### src/verilog/gsf_defines.svh
// Purpose: Addresses, field positions, reset values and timing counts of the general status flag block.
// Assumes: A 25 MHz system clock.
// Notes: Definitions only.
`ifndef GSF_DEFINES_SVH
`define GSF_DEFINES_SVH

// ==========================================================================
// Register addresses
`define GSF_ADDR_STATUS 8'h00
`define GSF_ADDR_CONFIG 8'h04
`define GSF_ADDR_IRQ_STATUS 8'h08
`define GSF_ADDR_IRQ_MASK 8'h0C
`define GSF_ADDR_MODE 8'h10

// ==========================================================================
// Field positions
`define GSF_CFG_LATCH_BIT 0
`define GSF_CFG_INPUT_BIT 1
`define GSF_MODE_AUTO_BIT 0
`define GSF_MODE_DIS_BIT 1

// ==========================================================================
// Reset values
`define GSF_CONFIG_RESET 2'h0
`define GSF_IRQ_MASK_RESET 4'h0

// ==========================================================================
// Timing
`define GSF_CLK_PERIOD_NS 40
`define GSF_T_INNER_STAR_CLAMP_FLAG_NS 4000
`define GSF_T_TRANSMIT_ENABLE_CLAMP_FLAG_NS 4000
`define GSF_T_COLL_NS 2000
`define GSF_T_IO_SUPPLY_UNDERVOLTAGE_FLAG_NS 100000
`define GSF_CYCLES(t) ((t + `GSF_CLK_PERIOD_NS - 1) / `GSF_CLK_PERIOD_NS)

`endif

### src/verilog/gsf_pkg.sv
// Purpose: Types of the general status flag block.
// Assumes: Constants live in gsf_defines.svh.
// Notes: The status word is twelve bits with odd parity in bit 0.
package gsf_pkg;

    typedef struct packed {
        logic localWakeFlag;
        logic innerStarWakeFlag;
        logic guardianPinFeedback;
        logic batteryUndervoltageFlag;
        logic coreSupplyUndervoltageFlag;
        logic ioSupplyUndervoltageFlag;
        logic tempWarnFlag;
        logic tempHighFlag;
        logic innerStarClampFlag;
        logic transmitEnableClampFlag;
        logic innerStarCollisionFlag;
        logic parity;
    } gsf_status_t;

    typedef struct packed {
        logic clampInterrupt;
        logic tempInterrupt;
        logic undervoltageInterrupt;
        logic wakeInterrupt;
    } gsf_irq_t;

    typedef enum logic [1:0] {
        STAR_NORMAL_MODE,
        STAR_STANDBY_MODE,
        STAR_SLEEP_MODE,
        STAR_OTHER_MODE
    } gsf_mode_e;

    typedef enum logic {
        CTRL_HOST,
        CTRL_AUTONOMOUS
    } gsf_ctrl_e;

    typedef struct packed {
        gsf_status_t flags;
        logic bitLatching;
        logic innerStarInput;
        gsf_irq_t irqStatus;
        gsf_irq_t irqMask;
        logic [11:0] cntTrxdClamp;
        logic [11:0] cntColl;
        logic [11:0] cntTxenClamp;
        logic [11:0] cntVio;
        logic liveTrxdClamp;
        logic liveTxenClamp;
        logic liveTempWarn;
        logic liveTempHigh;
        logic [2:0] prevUv;
        gsf_ctrl_e ctrl;
        gsf_mode_e prevMode;
        logic [15:0] rdata;
        logic irq;
        logic innerStarDriverEnable;
        logic innerStarDataIgnore;
        logic transmitInputsIgnore;
        logic forceBranchDisabled;
        logic digitalInputsDisabled;
    } gsf_state_t;

endpackage

### src/verilog/gsf_general_status_flag_logic.sv
// Purpose: Set, clear and latching logic of the general status flags, with interrupt and register port.
// Assumes: Detector inputs are already filtered levels; wake inputs are one-cycle pulses; all synchronous.
// Notes: A status read clears wake and collision flags and releases latched flags in one edge.
//
// Added by the designer: the register offsets and the strobed register port.
`timescale 1ns/1ps
`include "gsf_defines.svh"

// Operation
// - Local wake event sets the local wake flag and a wake interrupt.
// - Inner-star wake event sets the inner-star wake flag and a wake interrupt.
// - Status read or leaving normal for standby/sleep clears both wake flags.
// - Guardian feedback bit mirrors the guardian enable pin level.
// - Any supply undervoltage sets its flag and an undervoltage interrupt.
// - With latching on, a set flag holds until read, then follows live.
// - With latching off, undervoltage, temperature and clamp flags show the live condition.
// - During IO undervoltage, inputs are disabled and host commands refused.
// - IO undervoltage past its timeout sets autonomous mode.
// - Temperature warning sets its flag and a temperature interrupt.
// - High temperature sets flag, disables link driver, disables branches, interrupts.
// - Live temperature flags clear only when cool and with no activity.
// - Link input line low past clamp time sets clamp, disables and ignores link.
// - Live link clamp holds while a line is low, clears when both high.
// - Transmit enable low past clamp time sets clamp, ignores inputs, interrupts.
// - Live transmit-enable clamp holds while low, clears once high.
// - Bit 0 makes the whole status word odd parity.
// - Both link lines low past collision time set collision flag; read clears it.
module gsf_general_status_flag_logic
    import gsf_pkg::*;
(
    input wire logic clk,
    input wire logic srst,
    input wire logic [7:0] addr,
    input wire logic [15:0] wdata,
    input wire logic wr,
    input wire logic rd,
    output logic [15:0] rdata,
    input wire logic localWakeEvent,
    input wire logic innerStarWakeEvent,
    input wire logic guardianEnablePin,
    input wire logic batteryUvDetect,
    input wire logic coreSupplyUvDetect,
    input wire logic ioSupplyUvDetect,
    input wire logic tempWarnDetect,
    input wire logic tempHighDetect,
    input wire logic linkActivity,
    input wire logic innerStarLineA,
    input wire logic innerStarLineB,
    input wire logic controllerTransmitEnable,
    input wire gsf_mode_e starMode,
    output logic irq,
    output logic innerStarDriverEnable,
    output logic innerStarDataIgnore,
    output logic transmitInputsIgnore,
    output logic forceBranchDisabled,
    output logic digitalInputsDisabled,
    output logic autonomousModeFlag
);

    // ==========================================================================
    // Timing counts
    localparam logic [11:0] INNER_STAR_CLAMP_FLAG_CYC = 12'(`GSF_CYCLES(`GSF_T_INNER_STAR_CLAMP_FLAG_NS));
    localparam logic [11:0] TRANSMIT_ENABLE_CLAMP_FLAG_CYC = 12'(`GSF_CYCLES(`GSF_T_TRANSMIT_ENABLE_CLAMP_FLAG_NS));
    localparam logic [11:0] COLL_CYC = 12'(`GSF_CYCLES(`GSF_T_COLL_NS));
    localparam logic [11:0] IO_SUPPLY_UNDERVOLTAGE_FLAG_CYC = 12'(`GSF_CYCLES(`GSF_T_IO_SUPPLY_UNDERVOLTAGE_FLAG_NS));

    gsf_state_t st;
    gsf_state_t next_st;

    // Latched flags hold their set value until a read; live flags follow the condition.
    function automatic logic latchFlag(input logic flag, input logic live, input logic latch, input logic clr);
        latchFlag = latch ? (live | (flag & ~clr)) : live;
    endfunction

    // ==========================================================================
    // Next state
    always_comb begin
        logic hostOk;
        logic wrEn;
        logic rdEn;
        logic statusRead;
        logic leaveNormal;
        logic trxdLow;
        logic bothLow;
        logic collSet;
        logic [2:0] uvNow;
        gsf_irq_t events;
        gsf_status_t f;
        hostOk = 1'b0;
        wrEn = 1'b0;
        rdEn = 1'b0;
        statusRead = 1'b0;
        leaveNormal = 1'b0;
        trxdLow = 1'b0;
        bothLow = 1'b0;
        collSet = 1'b0;
        uvNow = 3'h0;
        events = '0;
        f = st.flags;
        next_st = st;

        // Host commands are refused while the IO supply is low.
        hostOk = ~ioSupplyUvDetect;
        wrEn = wr & hostOk;
        rdEn = rd & hostOk;
        statusRead = rdEn && (addr == `GSF_ADDR_STATUS);
        leaveNormal = (st.prevMode == STAR_NORMAL_MODE) &&
                      ((starMode == STAR_STANDBY_MODE) || (starMode == STAR_SLEEP_MODE));
        next_st.prevMode = starMode;

        // ======================================================================
        // Inner-star clamp and collision timing
        trxdLow = ~innerStarLineA | ~innerStarLineB;
        bothLow = ~innerStarLineA & ~innerStarLineB;
        if (st.innerStarInput && trxdLow) begin
            if (st.cntTrxdClamp != INNER_STAR_CLAMP_FLAG_CYC) begin
                next_st.cntTrxdClamp = st.cntTrxdClamp + 12'h001;
            end
        end else begin
            next_st.cntTrxdClamp = 12'h000;
        end
        if (st.innerStarInput && trxdLow && (st.cntTrxdClamp == INNER_STAR_CLAMP_FLAG_CYC)) begin
            next_st.liveTrxdClamp = 1'b1;
        end else if (innerStarLineA && innerStarLineB) begin
            next_st.liveTrxdClamp = 1'b0;
        end
        if (bothLow) begin
            if (st.cntColl != COLL_CYC) begin
                next_st.cntColl = st.cntColl + 12'h001;
            end
        end else begin
            next_st.cntColl = 12'h000;
        end
        collSet = bothLow && (st.cntColl == COLL_CYC - 12'h001);

        // ======================================================================
        // Transmit-enable clamp timing
        if (!controllerTransmitEnable) begin
            if (st.cntTxenClamp != TRANSMIT_ENABLE_CLAMP_FLAG_CYC) begin
                next_st.cntTxenClamp = st.cntTxenClamp + 12'h001;
            end
        end else begin
            next_st.cntTxenClamp = 12'h000;
        end
        if (!controllerTransmitEnable && (st.cntTxenClamp == TRANSMIT_ENABLE_CLAMP_FLAG_CYC)) begin
            next_st.liveTxenClamp = 1'b1;
        end else if (controllerTransmitEnable) begin
            next_st.liveTxenClamp = 1'b0;
        end

        // ======================================================================
        // Temperature live state: a hot die or any traffic keeps it set.
        next_st.liveTempWarn = tempWarnDetect | (st.liveTempWarn & linkActivity);
        next_st.liveTempHigh = tempHighDetect | (st.liveTempHigh & linkActivity);

        // ======================================================================
        // IO undervoltage timeout and control ownership
        if (ioSupplyUvDetect) begin
            if (st.cntVio != IO_SUPPLY_UNDERVOLTAGE_FLAG_CYC) begin
                next_st.cntVio = st.cntVio + 12'h001;
            end
        end else begin
            next_st.cntVio = 12'h000;
        end
        case (st.ctrl)
            CTRL_HOST: begin
                if (ioSupplyUvDetect && (st.cntVio == IO_SUPPLY_UNDERVOLTAGE_FLAG_CYC)) begin
                    next_st.ctrl = CTRL_AUTONOMOUS;
                end
            end
            CTRL_AUTONOMOUS: begin
                // Only the host can take control back, and only with the IO supply good.
                if (wrEn && (addr == `GSF_ADDR_MODE) && wdata[`GSF_MODE_AUTO_BIT]) begin
                    next_st.ctrl = CTRL_HOST;
                end
            end
            default: begin
                next_st.ctrl = CTRL_HOST;
            end
        endcase

        // ======================================================================
        // Status flags
        uvNow = {batteryUvDetect, coreSupplyUvDetect, ioSupplyUvDetect};
        next_st.prevUv = uvNow;
        f.localWakeFlag = localWakeEvent | (st.flags.localWakeFlag & ~statusRead & ~leaveNormal);
        f.innerStarWakeFlag = innerStarWakeEvent |
                              (st.flags.innerStarWakeFlag & ~statusRead & ~leaveNormal);
        f.guardianPinFeedback = guardianEnablePin;
        f.batteryUndervoltageFlag = latchFlag(st.flags.batteryUndervoltageFlag, batteryUvDetect,
                                              st.bitLatching, statusRead);
        f.coreSupplyUndervoltageFlag = latchFlag(st.flags.coreSupplyUndervoltageFlag, coreSupplyUvDetect,
                                                 st.bitLatching, statusRead);
        f.ioSupplyUndervoltageFlag = latchFlag(st.flags.ioSupplyUndervoltageFlag, ioSupplyUvDetect,
                                               st.bitLatching, statusRead);
        f.tempWarnFlag = latchFlag(st.flags.tempWarnFlag, next_st.liveTempWarn,
                                   st.bitLatching, statusRead);
        f.tempHighFlag = latchFlag(st.flags.tempHighFlag, next_st.liveTempHigh,
                                   st.bitLatching, statusRead);
        f.innerStarClampFlag = latchFlag(st.flags.innerStarClampFlag, next_st.liveTrxdClamp,
                                         st.bitLatching, statusRead);
        f.transmitEnableClampFlag = latchFlag(st.flags.transmitEnableClampFlag, next_st.liveTxenClamp,
                                              st.bitLatching, statusRead);
        f.innerStarCollisionFlag = collSet | (st.flags.innerStarCollisionFlag & ~statusRead);
        f.parity = 1'b0;
        f.parity = ~(^f);
        next_st.flags = f;

        // ======================================================================
        // Interrupt events: set wins over a same-cycle write-one clear.
        events.wakeInterrupt = localWakeEvent | innerStarWakeEvent;
        events.undervoltageInterrupt = |(uvNow & ~st.prevUv);
        events.tempInterrupt = (next_st.liveTempWarn & ~st.liveTempWarn) |
                               (next_st.liveTempHigh & ~st.liveTempHigh);
        events.clampInterrupt = (next_st.liveTrxdClamp & ~st.liveTrxdClamp) |
                                (next_st.liveTxenClamp & ~st.liveTxenClamp) | collSet;

        // ======================================================================
        // Register writes
        if (wrEn && (addr == `GSF_ADDR_CONFIG)) begin
            next_st.bitLatching = wdata[`GSF_CFG_LATCH_BIT];
            next_st.innerStarInput = wdata[`GSF_CFG_INPUT_BIT];
        end
        if (wrEn && (addr == `GSF_ADDR_IRQ_MASK)) begin
            next_st.irqMask = wdata[3:0];
        end
        if (wrEn && (addr == `GSF_ADDR_IRQ_STATUS)) begin
            next_st.irqStatus = events | (st.irqStatus & ~gsf_irq_t'(wdata[3:0]));
        end else begin
            next_st.irqStatus = events | st.irqStatus;
        end
        next_st.irq = |(next_st.irqStatus & next_st.irqMask);

        // ======================================================================
        // Read data stands for exactly the cycle after the strobe.
        next_st.rdata = 16'h0000;
        if (rdEn) begin
            case (addr)
                `GSF_ADDR_STATUS: next_st.rdata = {4'h0, st.flags};
                `GSF_ADDR_CONFIG: next_st.rdata = {14'h0000, st.innerStarInput, st.bitLatching};
                `GSF_ADDR_IRQ_STATUS: next_st.rdata = {12'h000, st.irqStatus};
                `GSF_ADDR_IRQ_MASK: next_st.rdata = {12'h000, st.irqMask};
                `GSF_ADDR_MODE: next_st.rdata = {14'h0000, st.digitalInputsDisabled, st.ctrl == CTRL_AUTONOMOUS};
                default: next_st.rdata = 16'h0000;
            endcase
        end

        // ======================================================================
        // Protective outputs
        next_st.innerStarDriverEnable = ~next_st.liveTempHigh & ~next_st.liveTrxdClamp;
        next_st.innerStarDataIgnore = next_st.liveTrxdClamp | ioSupplyUvDetect;
        next_st.transmitInputsIgnore = next_st.liveTxenClamp | ioSupplyUvDetect;
        next_st.forceBranchDisabled = next_st.liveTempHigh;
        next_st.digitalInputsDisabled = ioSupplyUvDetect;
    end

    // ==========================================================================
    // State register
    always_ff @(posedge clk) begin
        if (srst) begin
            st <= '0;
            st.bitLatching <= 1'(`GSF_CONFIG_RESET >> `GSF_CFG_LATCH_BIT);
            st.irqMask <= `GSF_IRQ_MASK_RESET;
            st.ctrl <= CTRL_HOST;
            st.prevMode <= STAR_NORMAL_MODE;
            st.flags.parity <= 1'b1;
            st.innerStarDriverEnable <= 1'b1;
        end else begin
            st <= next_st;
        end
    end

    assign rdata = st.rdata;
    assign irq = st.irq;
    assign innerStarDriverEnable = st.innerStarDriverEnable;
    assign innerStarDataIgnore = st.innerStarDataIgnore;
    assign transmitInputsIgnore = st.transmitInputsIgnore;
    assign forceBranchDisabled = st.forceBranchDisabled;
    assign digitalInputsDisabled = st.digitalInputsDisabled;
    assign autonomousModeFlag = (st.ctrl == CTRL_AUTONOMOUS);

endmodule

### config.mk
export PLATFORM = sky130hd
export DESIGN_NAME = gsf_general_status_flag_logic
export DESIGN_NICKNAME = d
export VERILOG_FILES = /design/src/verilog/gsf_pkg.sv /design/src/verilog/gsf_general_status_flag_logic.sv
export VERILOG_INCLUDE_DIRS = /design/src /design/src/verilog
export SDC_FILE = /design/constraint.sdc
export NUM_CORES = 1
export LEC_CHECK = 0
export BUFFER_PORTS_ARGS = -buffer_cell sky130_fd_sc_hd__clkbuf_2
export CAP_MARGIN = 0
export CELL_PAD_IN_SITES_DETAIL_PLACEMENT = 1
export CELL_PAD_IN_SITES_GLOBAL_PLACEMENT = 2
export CORE_UTILIZATION = 35
export CTS_CLUSTER_SIZE = 14
export DETAILED_ROUTE_END_ITERATION = 6
export PLACE_DENSITY = 0.86
export SYNTH_ARGS = -nofsm -noshare
export SYNTH_HDL_FRONTEND = slang
export SYNTH_SLANG_ARGS = --single-unit
### constraint.sdc
create_clock -name clk -period 5.05 [get_ports clk]
set_clock_uncertainty 0.2 [all_clocks]
set_input_delay 0.7575 -clock clk [delete_from_list [all_inputs] [get_ports clk]]
set_output_delay 0.7575 -clock clk [all_outputs]
set_load 0.02 [all_outputs]
==> results.txt <==
The detailed-routing iteration count for the pre-antenna-repair pass came out at 5. The worst relative slew slack came out at 23.0%. The multiplexer area fraction after synthesis is 3.40%. The first routing iteration left 110 violations.

The count of nets left with antenna violations once routing finished came out at 0. The number of distinct library cells after synthesis came out at 56. Across the VDD grid, the largest voltage drop is 0.164 mV. Synthesis handed over a netlist of 490 instances. The max-capacitance violation count came out at 0. At the later pin of the worst-skew pair, clock insertion delay measures 350 ps. The xor-xnor portion of the synthesized cell area is 8.11%. The register-to-register setup slack is 2210 ps. Ranked by total cell area, the synthesized netlist is headed by dfxtp_1 44%, nor2_1 6.3%, xor2_1 4.8%. The most frequent standard cell in the layout excluding fill and tap cells is dfxtp_1. The actual slew at the worst max-slew pin came out at 1140 ps. The final clock period utilization by the worst path came out at 62.5%. The number of vias per cell after detailed routing came out at 4.97.

In this run the power density over the cells is 321 nW/µm². Final hold analysis gives a worst-case slack of 232 ps. The die height is 113 µm. The final antenna diode count is 0. The final total negative setup slack came out at 0 ps. Global routing used 18.0% of the available tracks. The synthesized design devotes to its leading area cell type 44.3% of total area. The critical path ends at irq. After synthesis, flip-flops and latches occupy 44.3% of the total area. The first global-routing pass estimated 17,700 µm of wire.

STA classifies the critical path startpoint as an input port. The total wirelength of the detailed-routed design came out at 10,700 µm. The cell sitting at the root of the clock tree is a clkbuf_16.

In this run the cell area of the synthesized design comes to 4340 µm². The clock sink count came out at 96. The synthesized-area fraction occupied by ao, oa, aoi and oai cells is 10.2%. The synthesized design spends more area on one cell type than any other, namely dfxtp_1. The area fraction in and, or, nand and nor cells after synthesis came out at 25.9%. After clock tree synthesis, the repair step resized 0 gates. The clock transition time at the flip-flop clock pins of the worst setup and hold paths is 60 ps.

The analysis attributes to cell leakage a power of 0.00190 µW. At the worst endpoint, the required time is 5070 ps. The fill cell instance count of the final layout came out at 1,446. The mean cell area of the mapped netlist came out at 8.85 µm². The most used flip-flop cell after synthesis is dfxtp_1. The maximum level of the CTS H-tree is 3. The number of buffers inserted to repair setup after CTS came out at 0. The critical path capture point type is a flop. The dominant combinational cell family by area after synthesis is simple AND/OR/NAND/NOR gates. The post-DP HPWL came out at 7890 µm. TritonCTS built the clock tree. The core area came out at 12,100 µm². The number of placement rows is 40. The synthesized design contains 96 register bits. The library cells used most frequently in the layout, excluding fill and tap cells, are 96 x dfxtp_1, 73 x nor2_1, 48 x clkbuf_2. Routability-driven placement finished with a final weighted congestion of 0.776.

The critical path class is in -> reg. In this run the critical register-to-register path is launched from st[44]. At the end of the flow, the number of nets in the layout was 579. Cells fill 41.1% of the core in the end.

Data arrives at the worst endpoint at 3170 ps. The count of hold-fix buffers inserted at cts is 0. The number of global-route vias before repair came out at 3,617. The number of clock buffers added by TritonCTS is 9.

The number of design rule violations left after detail routing is 0. The number of antenna violations at the first check in global routing was 0. The total setup violations reported at the end of the flow came out at 0. The adder and majority cell fraction of the synthesized area is 2.60%.

Of all nets on the critical path, the largest fanout is 4. The reg-to-reg endpoint is st[90]. The number of cells on the worst reg-to-reg path is 9. Counting instances, the worst hold path has a depth of 1.

Of all flip-flops after synthesis, the portion carrying an async set or reset was 0%. The largest buffer count on any clock path is 2. The total grt overflow is 0. The routed layout has 3,482 vias. Dividing the detail-routed wire length by the instance count gives 15.2 µm. The starting density of the core came out at 36.0%. The highest achievable clock rate is 317 MHz.

The maximum number of pins on one net before global-route repair came out at 21. The number of primary I/O pins came out at 65. The launch point of the worst path is addr[7].

The die span in x came out at 113 µm. The signed area change from the synthesized netlist to the final layout is 14.4%. The final count of pins violating max slew came out at 0. The time the worst path needs with I/O delays and setup is 3160 ps. Setup repair after global routing left no endpoint under its margin. The number of port buffers is 48. The fraction of final layout cells with drive strength greater than 1 is 14.8%. The number of warnings printed during yosys synthesis is 0. The number of synthesized flops with an enable pin came out at 0. The area enclosed by the die boundary is 12,800 µm². In this run the worst hold path is classified as reg -> reg. The flow ran to the end, and the final reports show no timing, DRC or antenna violations. The count of final hold-check violations came to 0.
synth_stat cells, types with 3 or more instances:
| cell type | instances |
|---|---|
| nand2_1 | 29 |
| or2_2 | 5 |
| xor2_1 | 24 |
| dfxtp_1 | 96 |
| ha_1 | 9 |
| nor3b_1 | 3 |
| and3_1 | 10 |
| nand3_1 | 32 |
| or3_1 | 10 |
| mux2i_1 | 8 |
| inv_1 | 20 |
| o22ai_1 | 3 |
| xnor2_1 | 11 |
| o21ai_0 | 11 |
| a21oi_1 | 31 |
| nand2b_1 | 9 |
| nand4_1 | 5 |
| buf_1 | 3 |
| nor4_1 | 7 |
| nor2b_1 | 6 |
| buf_4 | 16 |
| nor2_1 | 73 |
| nor3_1 | 11 |
| and2_1 | 8 |
| clkbuf_1 | 7 |
final cells by class:
cell class / instances / area (µm²) / area share, %
multi-input combinational: 351 / 2190 / 44.2
sequential: 96 / 1920 / 38.7
clock buffer: 12 / 267 / 5.37
timing repair buffer: 50 / 255 / 5.14
tap: 168 / 210 / 4.24
inverter: 20 / 75.1 / 1.51
clock inverter: 3 / 40.0 / 0.807
stage by stage:
stage | instance area (µm²) | total power [µW] | setup WS [ps] | instances
2_1_floorplan | 4350 | 858 | 2170 | 493
3_3_place_gp | 4660 | 891 | 1600 | 685
3_5_place_dp | 4660 | 895 | 1540 | 685
4_1_cts | 4960 | 1610 | 1890 | 700
5_1_grt | 4960 | 1660 | 1760 | 700
6_report | 4960 | 1590 | 1890 | 700
worst min-delay path by stage:
stage	startpoint	to	slack, ps
finish	st[99]	rdata[9]	230
global route	st[99]	rdata[9]	270
CTS	st[99]	rdata[9]	230
detailed placement	st[99]	rdata[9]	220
global placement	st[99]	rdata[9]	220
floorplan	st[99]	rdata[9]	210
power by group:
group / total [µW] / leakage (µW) / internal [µW] / switching, µW
logic: 97.0 / 0.000961 / 40.9 / 56.1
registers: 781 / 0.000780 / 771 / 9.98
clock network: 716 / 0.000154 / 420 / 295
total: 1590 / 0.00190 / 1230 / 361
critical path, cell delays in order:
cell      delay, ps
clkbuf_2        110
or4_1           630
nor4_1          810
nand2_1         130
a222oi_1        390
o22ai_1         160
nand2b_1         80
o311ai_0        110
sequential cells by signal, indices dropped and copies added (netlist names):
name and flops:
innerStarDriverEnable 1, innerStarDataIgnore 1, forceBranchDisabled 1, rdata 12, irq 1, autonomousModeFlag 1
st 78, transmitInputsIgnore 1
routing by layer:
layer / routed length (µm) / part of all wire (%) / global-route usage [%] / vias up
met5: 0 / 0 / 0 / -
met4: 165 / 1.5 / 7.37 / 0
met3: 377 / 3.5 / 4.34 / 13
met2: 5290 / 50 / 30.4 / 56
met1: 4840 / 45 / 21.8 / 1664
li1: - / - / - / 1749
cell families (layout without fill, tap and decap cells):
logic type                 count (synthesis)  after routing
and+or+nand+nor                          220            220
DFF                                       96             96
AOI/OAI and AO/OA                         69             69
buffers and inverters                     46             85
xor gates and xnor gates                  37             37
muxes                                     12             12
adders and majority gates                  9              9
other                                      1              4
(Power assumes the default switching activity.)
